**config.mk**
```make
export PLATFORM = sky130hd
export DESIGN_NAME = fcs_top
export DESIGN_NICKNAME = d
export VERILOG_FILES = /design/src/fcs_pkg.sv /design/src/fcs_reg_if.sv /design/src/fcs_ahb_slave.sv /design/src/fcs_cmd_decode.sv /design/src/fcs_top.sv
export VERILOG_INCLUDE_DIRS = /design/src
export SDC_FILE = /design/constraint.sdc
export NUM_CORES = 1
export LEC_CHECK = 0
export BUFFER_PORTS_ARGS = -buffer_cell sky130_fd_sc_hd__buf_2
export CORE_MARGIN = 3
export CORE_UTILIZATION = 58
export CTS_BUF_LIST = sky130_fd_sc_hd__clkbuf_16
export DETAILED_ROUTE_END_ITERATION = 6
export MAX_ROUTING_LAYER = met4
export PLACE_DENSITY = 0.85
export RECOVER_POWER = 100
export SLEW_MARGIN = 40
export SYNTH_ARGS = -nofsm -noshare
export SYNTH_HDL_FRONTEND = slang
export SYNTH_SLANG_ARGS = --single-unit
```
**constraint.sdc**
```tcl
create_clock -name CLOCK -period 2.9 [get_ports CLOCK]
set_input_delay 0.58 -clock CLOCK [delete_from_list [all_inputs] [get_ports CLOCK]]
set_output_delay 0.58 -clock CLOCK [all_outputs]
set_load 0.01 [all_outputs]
```
**src/fcs_defines.svh**
```systemverilog
// register offsets, field positions, opcodes and reset values of the flash command front end
// assumes a word-aligned bus slave that decodes the low address byte
//
// Summary of operation
// - a command runs only when its key field equals the pass value
// - opcodes 1 to 4 are page write, write-lock, erase-write, erase-write-lock
// - plane erase takes a page number inside the plane to erase
// - sector erase takes any page number inside that sector
// - multi-page erase size from argument bits 1:0: 4, 8, 16 or 32 pages
// - opcodes 8, 9, 10 set, clear, query a region lock; argument names page
// - opcodes 11, 12, 13 set, clear, query a nv bit; argument names bit
// - opcode 14 starts and 15 stops reading the identifier area
// - opcodes 18, 19 write and erase signature; 20, 21 start and stop reading
// - status bit 0 is ready; it drops when an operation starts
// - interrupt request while ready and mode bit 0 are both set
// - status bit 1 flags bad opcode or key; status read or command write clears
// - status bit 2 flags locked-region hit; status read or command write clears
// - status bit 3 flags verify failure; clears when next programming begins
// - corrected ecc errors set bits 16 low half and 18 high; status read clears
// - uncorrected ecc errors set bits 17 low and 19 high; held until status read
// - query results come word by word on successive result register reads
`ifndef FCS_DEFINES_SVH
`define FCS_DEFINES_SVH

`define FCS_OFF_MODE 8'h00
`define FCS_OFF_CMD 8'h04
`define FCS_OFF_STATUS 8'h08
`define FCS_OFF_RESULT 8'h0C

`define FCS_KEY_HI 31
`define FCS_KEY_LO 24
`define FCS_ARG_HI 23
`define FCS_ARG_LO 8
`define FCS_OP_HI 7
`define FCS_OP_LO 0
`define FCS_KEY_PASS 8'h5A

`define FCS_OP_GET_DESC 8'h00
`define FCS_OP_WRITE_PAGE 8'h01
`define FCS_OP_WRITE_LOCK 8'h02
`define FCS_OP_ERASE_WRITE 8'h03
`define FCS_OP_ERASE_WRITE_LOCK 8'h04
`define FCS_OP_ERASE_ALL 8'h05
`define FCS_OP_ERASE_PLANE 8'h06
`define FCS_OP_ERASE_PAGES 8'h07
`define FCS_OP_SET_LOCK 8'h08
`define FCS_OP_CLEAR_LOCK 8'h09
`define FCS_OP_GET_LOCK 8'h0A
`define FCS_OP_SET_NV 8'h0B
`define FCS_OP_CLEAR_NV 8'h0C
`define FCS_OP_GET_NV 8'h0D
`define FCS_OP_START_ID 8'h0E
`define FCS_OP_STOP_ID 8'h0F
`define FCS_OP_GET_CALIB 8'h10
`define FCS_OP_ERASE_SECTOR 8'h11
`define FCS_OP_WRITE_SIG 8'h12
`define FCS_OP_ERASE_SIG 8'h13
`define FCS_OP_START_SIG 8'h14
`define FCS_OP_STOP_SIG 8'h15

`define FCS_ST_READY 0
`define FCS_ST_CMD_ERR 1
`define FCS_ST_LOCK_ERR 2
`define FCS_ST_VERIFY_ERR 3
`define FCS_ST_ECC_LO 16
`define FCS_ST_ECC_HI 19

`define FCS_MODE_RESET 32'h0400_0000
`define FCS_MODE_MASK 32'h0501_0F01
`define FCS_MODE_IRQ_EN 0
`define FCS_MODE_WS_HI 11
`define FCS_MODE_WS_LO 8
`define FCS_MODE_SEQ_DIS 16
`define FCS_MODE_ACC64 24
`define FCS_MODE_LOOP_EN 26

`endif

```
**src/fcs_pkg.sv**
```systemverilog
// types shared by the flash command front end
// assumes nothing beyond the defines header
package fcs_pkg;
    typedef enum logic {FCS_IDLE, FCS_BUSY} fcs_state_t;

    typedef struct packed {
        logic valid;
        logic prog;
        logic query;
        logic id_on;
        logic id_off;
        logic sig_on;
        logic sig_off;
        logic [15:0] page;
        logic [5:0] count;
    } fcs_dec_t;
endpackage

```
**src/fcs_reg_if.sv**
```systemverilog
// register strobes between the bus slave and the register file
// assumes one clock for both ends
`timescale 1ns/1ps
`default_nettype none
interface fcs_reg_if;
    logic wr;
    logic [7:0] wr_addr;
    logic [31:0] wdata;
    logic rd;
    logic [7:0] rd_addr;
    logic [31:0] rdata;
    modport bus (output wr, wr_addr, wdata, rd, rd_addr, input rdata);
    modport regs (input wr, wr_addr, wdata, rd, rd_addr, output rdata);
endinterface
`default_nettype wire

```
**src/fcs_ahb_slave.sv**
```systemverilog
// zero-wait AHB-Lite slave turning transfers into register strobes
// assumes single word transfers; read data muxed by the register file
`timescale 1ns/1ps
`default_nettype none
module fcs_ahb_slave
    import fcs_pkg::*;
(
    input wire logic clk,
    input wire logic rst,
    input wire logic ce,
    input wire logic hsel,
    input wire logic [31:0] haddr,
    input wire logic [1:0] htrans,
    input wire logic hwrite,
    input wire logic [31:0] hwdata,
    input wire logic hready,
    output logic [31:0] hrdata,
    output logic hreadyout,
    output logic hresp,
    fcs_reg_if.bus rif
);
    typedef struct packed {
        logic wr_pend;
        logic [7:0] wr_addr;
        logic [31:0] rdata;
    } fcs_slv_state_t;

    fcs_slv_state_t s_r;
    fcs_slv_state_t s_nxt;
    logic acc;

    // frozen clock enable stalls the master
    assign hreadyout = ce;
    assign hresp = 1'b0;
    assign hrdata = s_r.rdata;
    assign acc = hsel & htrans[1] & hready & ce;
    assign rif.rd = acc & ~hwrite;
    assign rif.rd_addr = haddr[7:0];
    assign rif.wr = s_r.wr_pend & ce;
    assign rif.wr_addr = s_r.wr_addr;
    assign rif.wdata = hwdata;

    always_comb begin
        s_nxt = s_r;
        if (hready) begin
            s_nxt.wr_pend = acc & hwrite;
        end
        if (acc) begin
            s_nxt.wr_addr = haddr[7:0];
        end
        if (rif.rd) begin
            s_nxt.rdata = rif.rdata;
        end
    end

    always_ff @(posedge clk) begin
        if (rst) begin
            s_r <= '0;
        end else if (ce) begin
            s_r <= s_nxt;
        end
    end
endmodule // fcs_ahb_slave
`default_nettype wire

```
**src/fcs_cmd_decode.sv**
```systemverilog
// opcode decode of a command word into operation class and target pages
// assumes key checking is done by the caller
`timescale 1ns/1ps
`default_nettype none
`include "fcs_defines.svh"
module fcs_cmd_decode
    import fcs_pkg::*;
(
    input wire logic [31:0] word,
    output fcs_dec_t dec
);
    logic [7:0] op;
    logic [15:0] arg;
    logic [15:0] mask;

    assign op = word[`FCS_OP_HI:`FCS_OP_LO];
    assign arg = word[`FCS_ARG_HI:`FCS_ARG_LO];

    always_comb begin
        dec = '0;
        mask = 16'hFFFF;
        dec.page = arg;
        dec.count = 6'h01;
        dec.valid = (op <= `FCS_OP_STOP_SIG);
        unique case (op)
            `FCS_OP_WRITE_PAGE, `FCS_OP_WRITE_LOCK, `FCS_OP_ERASE_WRITE,
            `FCS_OP_ERASE_WRITE_LOCK: begin
                dec.prog = 1'b1;
            end
            `FCS_OP_ERASE_ALL, `FCS_OP_ERASE_PLANE, `FCS_OP_ERASE_SECTOR: begin
                dec.prog = 1'b1;
            end
            `FCS_OP_ERASE_PAGES: begin
                dec.prog = 1'b1;
                dec.count = 6'(6'h04 << arg[1:0]);
                mask = ~(16'(dec.count) - 16'h0001);
                dec.page = {arg[15:2], 2'b00} & mask;
            end
            `FCS_OP_WRITE_SIG, `FCS_OP_ERASE_SIG: begin
                dec.prog = 1'b1;
            end
            `FCS_OP_GET_DESC, `FCS_OP_GET_LOCK, `FCS_OP_GET_NV, `FCS_OP_GET_CALIB: begin
                dec.query = 1'b1;
            end
            `FCS_OP_START_ID: begin
                dec.id_on = 1'b1;
            end
            `FCS_OP_STOP_ID: begin
                dec.id_off = 1'b1;
            end
            `FCS_OP_START_SIG: begin
                dec.sig_on = 1'b1;
            end
            `FCS_OP_STOP_SIG: begin
                dec.sig_off = 1'b1;
            end
            default: begin
                dec.prog = 1'b0;
            end
        endcase
    end
endmodule // fcs_cmd_decode
`default_nettype wire

```
**src/fcs_top.sv**
```systemverilog
// flash command front end: mode, command, status and result registers, op sequencer
// assumes a flash back end on the same clock that pulses done and ecc events
//
// The implementer's own choices: register access over AHB-Lite and the register addresses.
`timescale 1ns/1ps
`default_nettype none
`include "fcs_defines.svh"
module fcs_top
    import fcs_pkg::*;
#(
    parameter int RES_DEPTH = 8
) (
    input wire logic CLOCK,
    input wire logic RST,
    input wire logic CE,
    input wire logic HSEL,
    input wire logic [31:0] HADDR,
    input wire logic [1:0] HTRANS,
    input wire logic HWRITE,
    input wire logic [2:0] HSIZE,
    input wire logic [31:0] HWDATA,
    input wire logic HREADY,
    output logic [31:0] HRDATA,
    output logic HREADYOUT,
    output logic HRESP,
    output logic FLASH_START,
    output logic [7:0] FLASH_OPCODE,
    output logic [15:0] FLASH_ARG,
    output logic [15:0] FLASH_PAGE,
    output logic [5:0] FLASH_PAGE_COUNT,
    input wire logic FLASH_DONE,
    input wire logic FLASH_VERIFY_FAIL,
    input wire logic FLASH_LOCK_HIT,
    input wire logic RESULT_PUSH,
    input wire logic [31:0] RESULT_WORD,
    input wire logic ECC_SINGLE_LO,
    input wire logic ECC_MULTI_LO,
    input wire logic ECC_SINGLE_HI,
    input wire logic ECC_MULTI_HI,
    output logic ID_AREA_SEL,
    output logic SIG_AREA_SEL,
    output logic [3:0] FLASH_WAIT_STATES,
    output logic SEQ_OPT_DISABLE,
    output logic ACCESS_64BIT,
    output logic LOOP_OPT_EN,
    output logic READY_IRQ
);
    localparam int CW = $clog2(RES_DEPTH + 1);

    typedef struct packed {
        fcs_state_t st;
        logic [31:0] mode;
        logic cmd_err;
        logic lock_err;
        logic ver_err;
        logic [3:0] ecc;
        logic start;
        logic [7:0] op;
        logic [15:0] arg;
        logic [15:0] page;
        logic [5:0] count;
        logic prog;
        logic id_sel;
        logic sig_sel;
        logic [RES_DEPTH-1:0][31:0] res;
        logic [CW-1:0] res_cnt;
        logic [CW-1:0] res_ptr;
    } fcs_top_state_t;

    fcs_top_state_t s_r;
    fcs_top_state_t s_nxt;
    fcs_reg_if rif ();
    fcs_dec_t dec;
    logic ready;
    logic cmd_wr;
    logic key_ok;
    logic accept;
    logic stat_rd;
    logic res_rd;
    logic [31:0] stat_word;
    logic [31:0] res_word;

    fcs_ahb_slave u_slave (
        .clk(CLOCK),
        .rst(RST),
        .ce(CE),
        .hsel(HSEL),
        .haddr(HADDR),
        .htrans(HTRANS),
        .hwrite(HWRITE),
        .hwdata(HWDATA),
        .hready(HREADY),
        .hrdata(HRDATA),
        .hreadyout(HREADYOUT),
        .hresp(HRESP),
        .rif(rif.bus)
    );

    fcs_cmd_decode u_dec (
        .word(rif.wdata),
        .dec(dec)
    );

    assign ready = (s_r.st == FCS_IDLE);
    assign cmd_wr = rif.wr && (rif.wr_addr == `FCS_OFF_CMD);
    assign key_ok = (rif.wdata[`FCS_KEY_HI:`FCS_KEY_LO] == `FCS_KEY_PASS);
    assign accept = cmd_wr && key_ok && dec.valid && ready;
    assign stat_rd = rif.rd && (rif.rd_addr == `FCS_OFF_STATUS);
    assign res_rd = rif.rd && (rif.rd_addr == `FCS_OFF_RESULT);

    always_comb begin
        stat_word = '0;
        stat_word[`FCS_ST_READY] = ready;
        stat_word[`FCS_ST_CMD_ERR] = s_r.cmd_err;
        stat_word[`FCS_ST_LOCK_ERR] = s_r.lock_err;
        stat_word[`FCS_ST_VERIFY_ERR] = s_r.ver_err;
        stat_word[`FCS_ST_ECC_HI:`FCS_ST_ECC_LO] = s_r.ecc;
        res_word = '0;
        if (s_r.res_ptr < s_r.res_cnt) begin
            res_word = s_r.res[s_r.res_ptr];
        end
    end

    always_comb begin
        rif.rdata = '0;
        unique case (rif.rd_addr)
            `FCS_OFF_MODE: begin
                rif.rdata = s_r.mode;
            end
            `FCS_OFF_STATUS: begin
                rif.rdata = stat_word;
            end
            `FCS_OFF_RESULT: begin
                rif.rdata = res_word;
            end
            default: begin
                rif.rdata = '0;
            end
        endcase
    end

    always_comb begin
        s_nxt = s_r;
        s_nxt.start = 1'b0;
        if (rif.wr && (rif.wr_addr == `FCS_OFF_MODE)) begin
            s_nxt.mode = rif.wdata & `FCS_MODE_MASK;
        end
        // clears first so that a same-cycle event still sets
        if (stat_rd) begin
            s_nxt.cmd_err = 1'b0;
            s_nxt.lock_err = 1'b0;
            s_nxt.ecc = 4'h0;
        end
        if (cmd_wr) begin
            s_nxt.cmd_err = 1'b0;
            s_nxt.lock_err = 1'b0;
            if (!accept) begin
                s_nxt.cmd_err = 1'b1;
            end
        end
        if (accept) begin
            s_nxt.st = FCS_BUSY;
            s_nxt.start = 1'b1;
            s_nxt.op = rif.wdata[`FCS_OP_HI:`FCS_OP_LO];
            s_nxt.arg = rif.wdata[`FCS_ARG_HI:`FCS_ARG_LO];
            s_nxt.page = dec.page;
            s_nxt.count = dec.count;
            s_nxt.prog = dec.prog;
            if (dec.prog) begin
                s_nxt.ver_err = 1'b0;
            end
            if (dec.query) begin
                s_nxt.res_cnt = '0;
                s_nxt.res_ptr = '0;
            end
            if (dec.id_on) begin
                s_nxt.id_sel = 1'b1;
            end
            if (dec.id_off) begin
                s_nxt.id_sel = 1'b0;
            end
            if (dec.sig_on) begin
                s_nxt.sig_sel = 1'b1;
            end
            if (dec.sig_off) begin
                s_nxt.sig_sel = 1'b0;
            end
        end
        if ((s_r.st == FCS_BUSY) && FLASH_DONE) begin
            s_nxt.st = FCS_IDLE;
            if (s_r.prog && FLASH_VERIFY_FAIL) begin
                s_nxt.ver_err = 1'b1;
            end
            if (s_r.prog && FLASH_LOCK_HIT) begin
                s_nxt.lock_err = 1'b1;
            end
        end
        s_nxt.ecc = s_nxt.ecc | {ECC_MULTI_HI, ECC_SINGLE_HI,
                                 ECC_MULTI_LO, ECC_SINGLE_LO};
        if (res_rd && (s_r.res_ptr < s_r.res_cnt)) begin
            s_nxt.res_ptr = CW'(s_r.res_ptr + 1'b1);
        end
        if (RESULT_PUSH && (s_r.res_cnt < CW'(RES_DEPTH))) begin
            s_nxt.res[s_r.res_cnt] = RESULT_WORD;
            s_nxt.res_cnt = CW'(s_r.res_cnt + 1'b1);
        end
    end

    always_ff @(posedge CLOCK) begin
        if (RST) begin
            s_r <= '0;
            s_r.mode <= `FCS_MODE_RESET;
        end else if (CE) begin
            s_r <= s_nxt;
        end
    end

    assign FLASH_START = s_r.start;
    assign FLASH_OPCODE = s_r.op;
    assign FLASH_ARG = s_r.arg;
    assign FLASH_PAGE = s_r.page;
    assign FLASH_PAGE_COUNT = s_r.count;
    assign ID_AREA_SEL = s_r.id_sel;
    assign SIG_AREA_SEL = s_r.sig_sel;
    assign FLASH_WAIT_STATES = s_r.mode[`FCS_MODE_WS_HI:`FCS_MODE_WS_LO];
    assign SEQ_OPT_DISABLE = s_r.mode[`FCS_MODE_SEQ_DIS];
    assign ACCESS_64BIT = s_r.mode[`FCS_MODE_ACC64];
    assign LOOP_OPT_EN = s_r.mode[`FCS_MODE_LOOP_EN];
    assign READY_IRQ = ready & s_r.mode[`FCS_MODE_IRQ_EN];
endmodule // fcs_top
`default_nettype wire

```
======== Word level (Yosys, flattened, before mapping) ========
Index checks and enable logic that the tools add are counted.
word-level totals
  register bits after elaboration ......... 371
  latch bits .............................. 0
  RAM bits ................................ 0
  ROM bits ................................ 0
  bits of input ports ..................... 115
  memories kept ........................... 0
cells by class
  add/sub/neg operators ................... 3
  multipliers ............................. 0
  divide/modulo/power cells ............... 0
  magnitude comparators ................... 6
  equal/unequal tests ..................... 21
  shift operators ......................... 1
  muxes and demuxes ....................... 34
  bitwise operators ....................... 12
  reduce and logical (&&, ||, !) cells .... 38
operator list
  cell                                                              number
  256-bit bitwise mux                                               1
  32-bit binary-select mux with 3-bit select                        1
  32-bit demux with 3-bit select                                    1
  32-bit two-way mux                                                3
  32-bit case mux with 3 select lines                               1
  50-bit two-way mux                                                1
  8-bit by 4-bit == test with 1-bit output (second input constant)  6
  8-bit by 5-bit == test with 1-bit output (second input constant)  6
  8-bit by 3-bit == test with 1-bit output (second input constant)  5
  8-bit zero test                                                   3
  22-bit two-way mux                                                1
  1-bit two-way mux                                                 17
  16-bit AND                                                        1
  8-bit by 2-bit == test with 1-bit output (second input constant)  2
  8-bit two-way mux                                                 2
  16-bit inverter                                                   1
  2-bit AND reduction                                               8
  2-bit nonzero test                                                8
  1-bit logical AND                                                 13
  4-bit < comparator (second input constant)                        3
  4-bit two-way mux                                                 3
  3-bit AND reduction                                               4
  10-bit OR reduction                                               1
  4-bit by 1-bit adder with 4-bit output (second input constant)    2
  12 further kinds                                                  21

======== Longest topological paths before layout ========
  depth in word-level cells ............... 9
  gate-level depth with buffers ........... 9
  gate-level depth less buffers ........... 7

======== Modules after synthesis ========
From an unflattened synthesis, not the netlist that was laid out.
unflattened totals
  cells, all modules ...................... 2059
  area, all modules ....................... 16896.2 um^2
modules (own cells, without submodules)
  module          times used  cells each  area each (um^2)  seq. area each (um^2)
  fcs_top         1           1733        14300.0           6606.3
  fcs_ahb_slave   1           272         2255.9            820.8
  fcs_cmd_decode  1           54          340.3             0.0

======== Least setup slack after synthesis ========
Ideal clock, no wire load.
  path type ............................... input -> register
  from .................................... in HWDATA[1]
  to ...................................... reg s_r, in the netlist FLASH_PAGE_COUNT[2]
  library setup time ...................... 0.070 ns
  arrival ................................. 2.116 ns
  data required time ...................... 2.830 ns
  setup slack ............................. 0.713 ns
  stages .................................. 7
  path buffers ............................ 2
  path through ............................ buf_4 a21o_1 a2111oi_4 nand3_2 buf_6 or4_1 a21oi_1
on the way
  longest elaborated chain between the ends .. 4
  elaborated cells between the ends (all ways) .. 6
RTL lines
  what                                                                 line            source
  start: declaration                                                   fcs_top.sv:21   input wire logic [31:0] HWDATA,
  8-bit by 5-bit less-or-equal comparator with 1-bit output (no line)  n/a
  1-bit logical AND (2 in a row)                                       fcs_top.sv:107  assign accept = cmd_wr && key_ok && dec.valid && ready;
  2-bit AND reduction (no line)                                        n/a
  end signal: assignment                                               fcs_top.sv:214  s_r <= s_nxt;
  end: declaration                                                     fcs_top.sv:70   fcs_top_state_t s_r;
Several ways; a longest one is shown, not always the timed one.
A chain may end at the register's enable or synchronous reset.

======== Worst setup path after layout ========
  from .................................... in CE
  to ...................................... reg s_r[103] (netlist bit)
on the way
  longest elaborated chain between the ends .. 1
RTL lines
  what                           line           source
  start: declaration             fcs_top.sv:15  input wire logic CE,
  2-bit AND reduction (no line)  n/a
Every way passes these cells.

==> report_table.html <==
<table>
<tr><th>Metric</th><th>Value</th></tr>
<tr><th colspan="2">Status</th></tr>
<tr><td>Run status</td><td>completed</td></tr>
<tr><th colspan="2">Flow run</th></tr>
<tr><td>Count of max-cap constraint violations</td><td>0</td></tr>
<tr><th colspan="2">CTS</th></tr>
<tr><td>H-Tree Level Count</td><td>2</td></tr>
<tr><td>Post-cts sizing count</td><td>0</td></tr>
<tr><td>Hold Buf Count CTS</td><td>0</td></tr>
<tr><td>Worst-skew pair later-pin latency</td><td>0.53 ns</td></tr>
<tr><td>Clock tree from TritonCTS</td><td>yes</td></tr>
<tr><td>Inserted Clock Buffers</td><td>38</td></tr>
<tr><td>Number of clock sinks</td><td>370</td></tr>
<tr><td>Clock slew at the register clock pins of the worst setup and hold paths</td><td>0.07 ns</td></tr>
<tr><td>Buffer depth of the longest clock path</td><td>3</td></tr>
<tr><td>Count of buffers added by post-CTS timing repair for setup</td><td>0</td></tr>
<tr><td>Root buffer cell</td><td>clkbuf_16</td></tr>
<tr><th colspan="2">Logic synthesis</th></tr>
<tr><td>Post-synth top area share</td><td>46.5%</td></tr>
<tr><td>Number of synthesized flops with an enable pin</td><td>0</td></tr>
<tr><td>Cell count after synthesis</td><td>1879</td></tr>
<tr><td>Cell types with the highest counts after synthesis</td><td>nand2_1, dfxtp_1, a21oi_1</td></tr>
<tr><td>Top_reg_cell synth</td><td>dfxtp_1</td></tr>
<tr><td>Leading cell types by total area after synthesis</td><td>dfxtp_1, nand2_1, a21oi_1</td></tr>
<tr><td>Cell type with the highest aggregate area in the netlist</td><td>dfxtp_1</td></tr>
<tr><td>Post-synthesis register bit count</td><td>370</td></tr>
<tr><td>Synthesized area</td><td>15900 sq um</td></tr>
<tr><td>Count leader, synth</td><td>nand2_1</td></tr>
<tr><td>Ys async rst share</td><td>0%</td></tr>
<tr><td>Part of the Yosys area used for sequential elements</td><td>46.5%</td></tr>
<tr><td>Number of distinct library cell variants in the gate-level netlist after synthesis</td><td>54</td></tr>
<tr><td>Synthesized area divided by synthesized cell count</td><td>8.47 sq um</td></tr>
<tr><td>Total number of yosys warnings</td><td>0</td></tr>
<tr><th colspan="2">Worst setup path</th></tr>
<tr><td>Slowest-stage cell, CP</td><td>clkbuf_2</td></tr>
<tr><td>Launch point of the worst path</td><td>CE</td></tr>
<tr><td>Cell-by-cell trace of the critical path</td><td>clkbuf_1 -&gt; nor2b_1 -&gt; buf_4 -&gt; and3_1 -&gt; clkbuf_2 -&gt; nand2_1 -&gt; a21oi_1</td></tr>
<tr><td>Crit path kind</td><td>in2reg</td></tr>
<tr><td>Setup slack of the most critical reg-to-reg path</td><td>0.40 ns</td></tr>
<tr><td>Kind of start point of the critical path</td><td>input pin</td></tr>
<tr><td>Capture instance of the worst register-to-register path</td><td>u_slave.hrdata[6]$_SDFFE_PP0P_</td></tr>
<tr><td>Critical path buffer and inverter count</td><td>3</td></tr>
<tr><td>Category of cells accounting for the largest share of critical-path delay</td><td>buffers and inverters</td></tr>
<tr><td>Worst reg2reg path startpoint</td><td>s_r[5]$_SDFFE_PP0P_</td></tr>
<tr><td>FF-to-FF path depth</td><td>7</td></tr>
<tr><td>Critical Path Fanout Max</td><td>32</td></tr>
<tr><td>Critical path data arrival time</td><td>3.02 ns</td></tr>
<tr><td>CP endpoint kind</td><td>flip-flop</td></tr>
<tr><td>Required time of the critical path</td><td>3.35 ns</td></tr>
<tr><td>Critical Path Max Stage Delay</td><td>0.77 ns</td></tr>
<tr><th colspan="2">Timing</th></tr>
<tr><td>Setup-failing EPs final</td><td>0</td></tr>
<tr><td>Fmax</td><td>389 MHz</td></tr>
<tr><td>WHS</td><td>0.319 ns</td></tr>
<tr><td>Final Max Slew Viols</td><td>0</td></tr>
<tr><td>Worst relative slew slack</td><td>27.7%</td></tr>
<tr><td>Sum Neg Setup Slack</td><td>0 ns</td></tr>
<tr><td>Period utilization</td><td>88.7%</td></tr>
<tr><td>Final number of hold-violating endpoints</td><td>0</td></tr>
<tr><td>Worst Max-Slew Pin Slew</td><td>1.08 ns</td></tr>
<tr><td>Final critical path time including I/O delays and setup</td><td>2.57 ns</td></tr>
<tr><td>Worst clock skew</td><td>0.0121 ns</td></tr>
<tr><td>RSZ-0062 raised after global routing</td><td>false</td></tr>
<tr><th colspan="2">Floorplan</th></tr>
<tr><td>Core ar.</td><td>27000 sq um</td></tr>
<tr><td>Top-Level Pins</td><td>206</td></tr>
<tr><td>Horizontal die dimension</td><td>172 um</td></tr>
<tr><td>Die footprint</td><td>29500 sq um</td></tr>
<tr><td>Starting Density</td><td>59.1%</td></tr>
<tr><td>Floorplan row count</td><td>60</td></tr>
<tr><td>Chip height</td><td>172 um</td></tr>
<tr><th colspan="2">GRT</th></tr>
<tr><td>Number of antenna violations at the first check in global routing</td><td>7</td></tr>
<tr><td>Remaining global-route overflow</td><td>0</td></tr>
<tr><td>Via count of the first global-routing pass</td><td>12695</td></tr>
<tr><td>Global-route total usage across every layer</td><td>29.3%</td></tr>
<tr><td>Met1 capacity usage during global routing</td><td>36.2%</td></tr>
<tr><td>Met3 Usage GRT</td><td>6.60%</td></tr>
<tr><td>First-pass GRT wire length</td><td>66800 um</td></tr>
<tr><td>Pin count of the biggest net entering global routing</td><td>172</td></tr>
<tr><td>Met2 track utilization from global routing</td><td>46.8%</td></tr>
<tr><td>Most used routing layer in global routing</td><td>met2</td></tr>
<tr><th colspan="2">Routing</th></tr>
<tr><td>Via density per instance</td><td>6.04</td></tr>
<tr><td>Via count of the routed design</td><td>13681</td></tr>
<tr><td>Detailed Routing Iterations Pass 1</td><td>5</td></tr>
<tr><td>Residual DRC count</td><td>0</td></tr>
<tr><td>Initial DRC count</td><td>1583</td></tr>
<tr><td>Antenna violation net count after detailed routing</td><td>0</td></tr>
<tr><td>Aggregate routed wire length</td><td>43800 um</td></tr>
<tr><td>Average detailed-routed wire length per instance</td><td>19.4 um</td></tr>
<tr><th colspan="2">Hold path</th></tr>
<tr><td>Hold wc startpoint</td><td>HADDR[5]</td></tr>
<tr><td>Count of cells along the worst hold path</td><td>3</td></tr>
<tr><td>Terminating pin of the worst hold path</td><td>u_slave.rif.wr_addr[5]$_SDFFE_PP0P_</td></tr>
<tr><td>Worst min path class</td><td>in2reg</td></tr>
<tr><th colspan="2">Cells and area</th></tr>
<tr><td>Total of fill cells in the finished design</td><td>2148</td></tr>
<tr><td>Net count of the finished layout</td><td>2007</td></tr>
<tr><td>Fraction of final layout cells with drive strength greater than 1</td><td>14.4%</td></tr>
<tr><td>Final core occ</td><td>64.9%</td></tr>
<tr><td>Synthesis-to-layout area growth</td><td>9.88%</td></tr>
<tr><td>Final std cells w/o fill</td><td>2264</td></tr>
<tr><th colspan="2">Placement</th></tr>
<tr><td>RePlAce Congestion</td><td>0.920</td></tr>
<tr><td>Number of buffers added on ports</td><td>175</td></tr>
<tr><td>Number of placed instances with taps included</td><td>2187</td></tr>
<tr><td>Post-detail-place hpwl</td><td>26200 um</td></tr>
<tr><th colspan="2">Pwr</th></tr>
<tr><td>VDD IR-drop max</td><td>379 uV</td></tr>
<tr><td>Cell Pwr Density</td><td>613 nW/um^2</td></tr>
<tr><td>Leak pwr</td><td>5.83 nW</td></tr>
</table>
-- power by group --
group / internal (W) / total [W] / switching, W
Combinational: 0.000151 / 0.000461 / 0.000310
Sequential: 0.00512 / 0.00515 / 0.0000265
Clock: 0.00309 / 0.00511 / 0.00202
Total: 0.00837 / 0.0107 / 0.00236
-- worst min-delay path, stage by stage --
cell,delay [ns]
buf_2,0.11
nand2_1,0.05
a21oi_1,0.05
-- stage by stage --
stage / power [W] / instance area [sq um] / setup slack, ns
floorplan: 0.00555 / 15900 / 0.713
global placement: 0.00570 / 16300 / 0.408
detailed placement: 0.00571 / 16300 / 0.325
CTS: 0.0108 / 17700 / 0.587
global route: 0.0110 / 17500 / 0.233
finish: 0.0107 / 17500 / 0.327
-- layout by cell type, fill, tap and decap left out, types with 3 or more instances in the layout --
| master | count |
|---|---|
| o21ai_0 | 19 |
| clkbuf_2 | 8 |
| ha_1 | 6 |
| buf_4 | 25 |
| a211oi_1 | 3 |
| or4_1 | 3 |
| clkinv_2 | 7 |
| nand3b_1 | 3 |
| nand2_1 | 617 |
| a21oi_1 | 315 |
| nand2b_1 | 3 |
| nor2b_1 | 8 |
| bufinv_16 | 6 |
| clkinv_1 | 5 |
| nor3_1 | 6 |
| dfxtp_1 | 368 |
| a22oi_1 | 35 |
| or3_1 | 7 |
| mux4_2 | 64 |
| clkbuf_16 | 41 |
| mux2i_1 | 19 |
| a211o_1 | 3 |
| buf_12 | 7 |
| nor3b_1 | 7 |
| and3_1 | 6 |
| clkbuf_1 | 96 |
| buf_2 | 84 |
| nand4_1 | 4 |
| o31ai_1 | 5 |
| diode_2 | 8 |
| nor4_1 | 4 |
| inv_1 | 16 |
| nor2_1 | 44 |
| nand3_1 | 15 |
| mux2_2 | 19 |
-- final cells by class --
| class | count | area [sq um] | share of cell area, % |
|---|---|---|---|
| diodes | 8 | 20.0 | 0.114 |
| clock buffers | 41 | 1030 | 5.86 |
| clock inverters | 28 | 290 | 1.66 |
| inverters | 9 | 33.8 | 0.193 |
| multi-input cells | 1246 | 7120 | 40.7 |
| flip-flops and latches | 370 | 7410 | 42.4 |
| well taps | 341 | 427 | 2.44 |
| repair buffers | 221 | 1160 | 6.65 |
-- routing by layer --
layer / vias up / wire [um]
met4: 0 / 1500
li1: 6253 / -
met1: 6484 / 16600
met3: 120 / 5130
met2: 824 / 20600
met5: - / 0
-- registers in the layout, indices dropped and copies added, names as in the netlist, 4 cells and up --
name                 count
FLASH_ARG               16
FLASH_OPCODE             8
FLASH_PAGE              16
FLASH_PAGE_COUNT         5
FLASH_WAIT_STATES        4
s_r                    274
u_slave.hrdata          32
u_slave.rif.wr_addr      8
-- worst max path at each step --
stage	endpoint	slack [ns]	depth (start not counted)
6_report	s_r[103]$_SDFFE_PP0P_	0.33	7
3_5_place_dp	FLASH_ARG[8]$_SDFFE_PP0P_	0.32	8
5_1_grt	u_slave.hrdata[6]$_SDFFE_PP0P_	0.23	8
4_1_cts	u_slave.hrdata[6]$_SDFFE_PP0P_	0.59	7
2_1_floorplan	FLASH_PAGE_COUNT[2]$_SDFFE_PP0P_	0.71	7
3_3_place_gp	FLASH_PAGE_COUNT[4]$_SDFFE_PP0P_	0.41	7
-- logic make-up (layout without fill, tap and decap cells) --
family | Yosys count | after routing | synth area share (%)
DFF | 370 | 370 | 46.5
xor gates and xnor gates | 1 | 1 | 0.0550
other | 1 | 10 | 0.0236
buffers and inverters | 264 | 299 | 8.84
adders and majority gates | 6 | 6 | 0.471
muxes | 102 | 102 | 11.6
AOI/OAI and AO/OA | 393 | 393 | 13.5
and+or+nand+nor | 742 | 742 | 19.0
(Power assumes the default switching activity.)
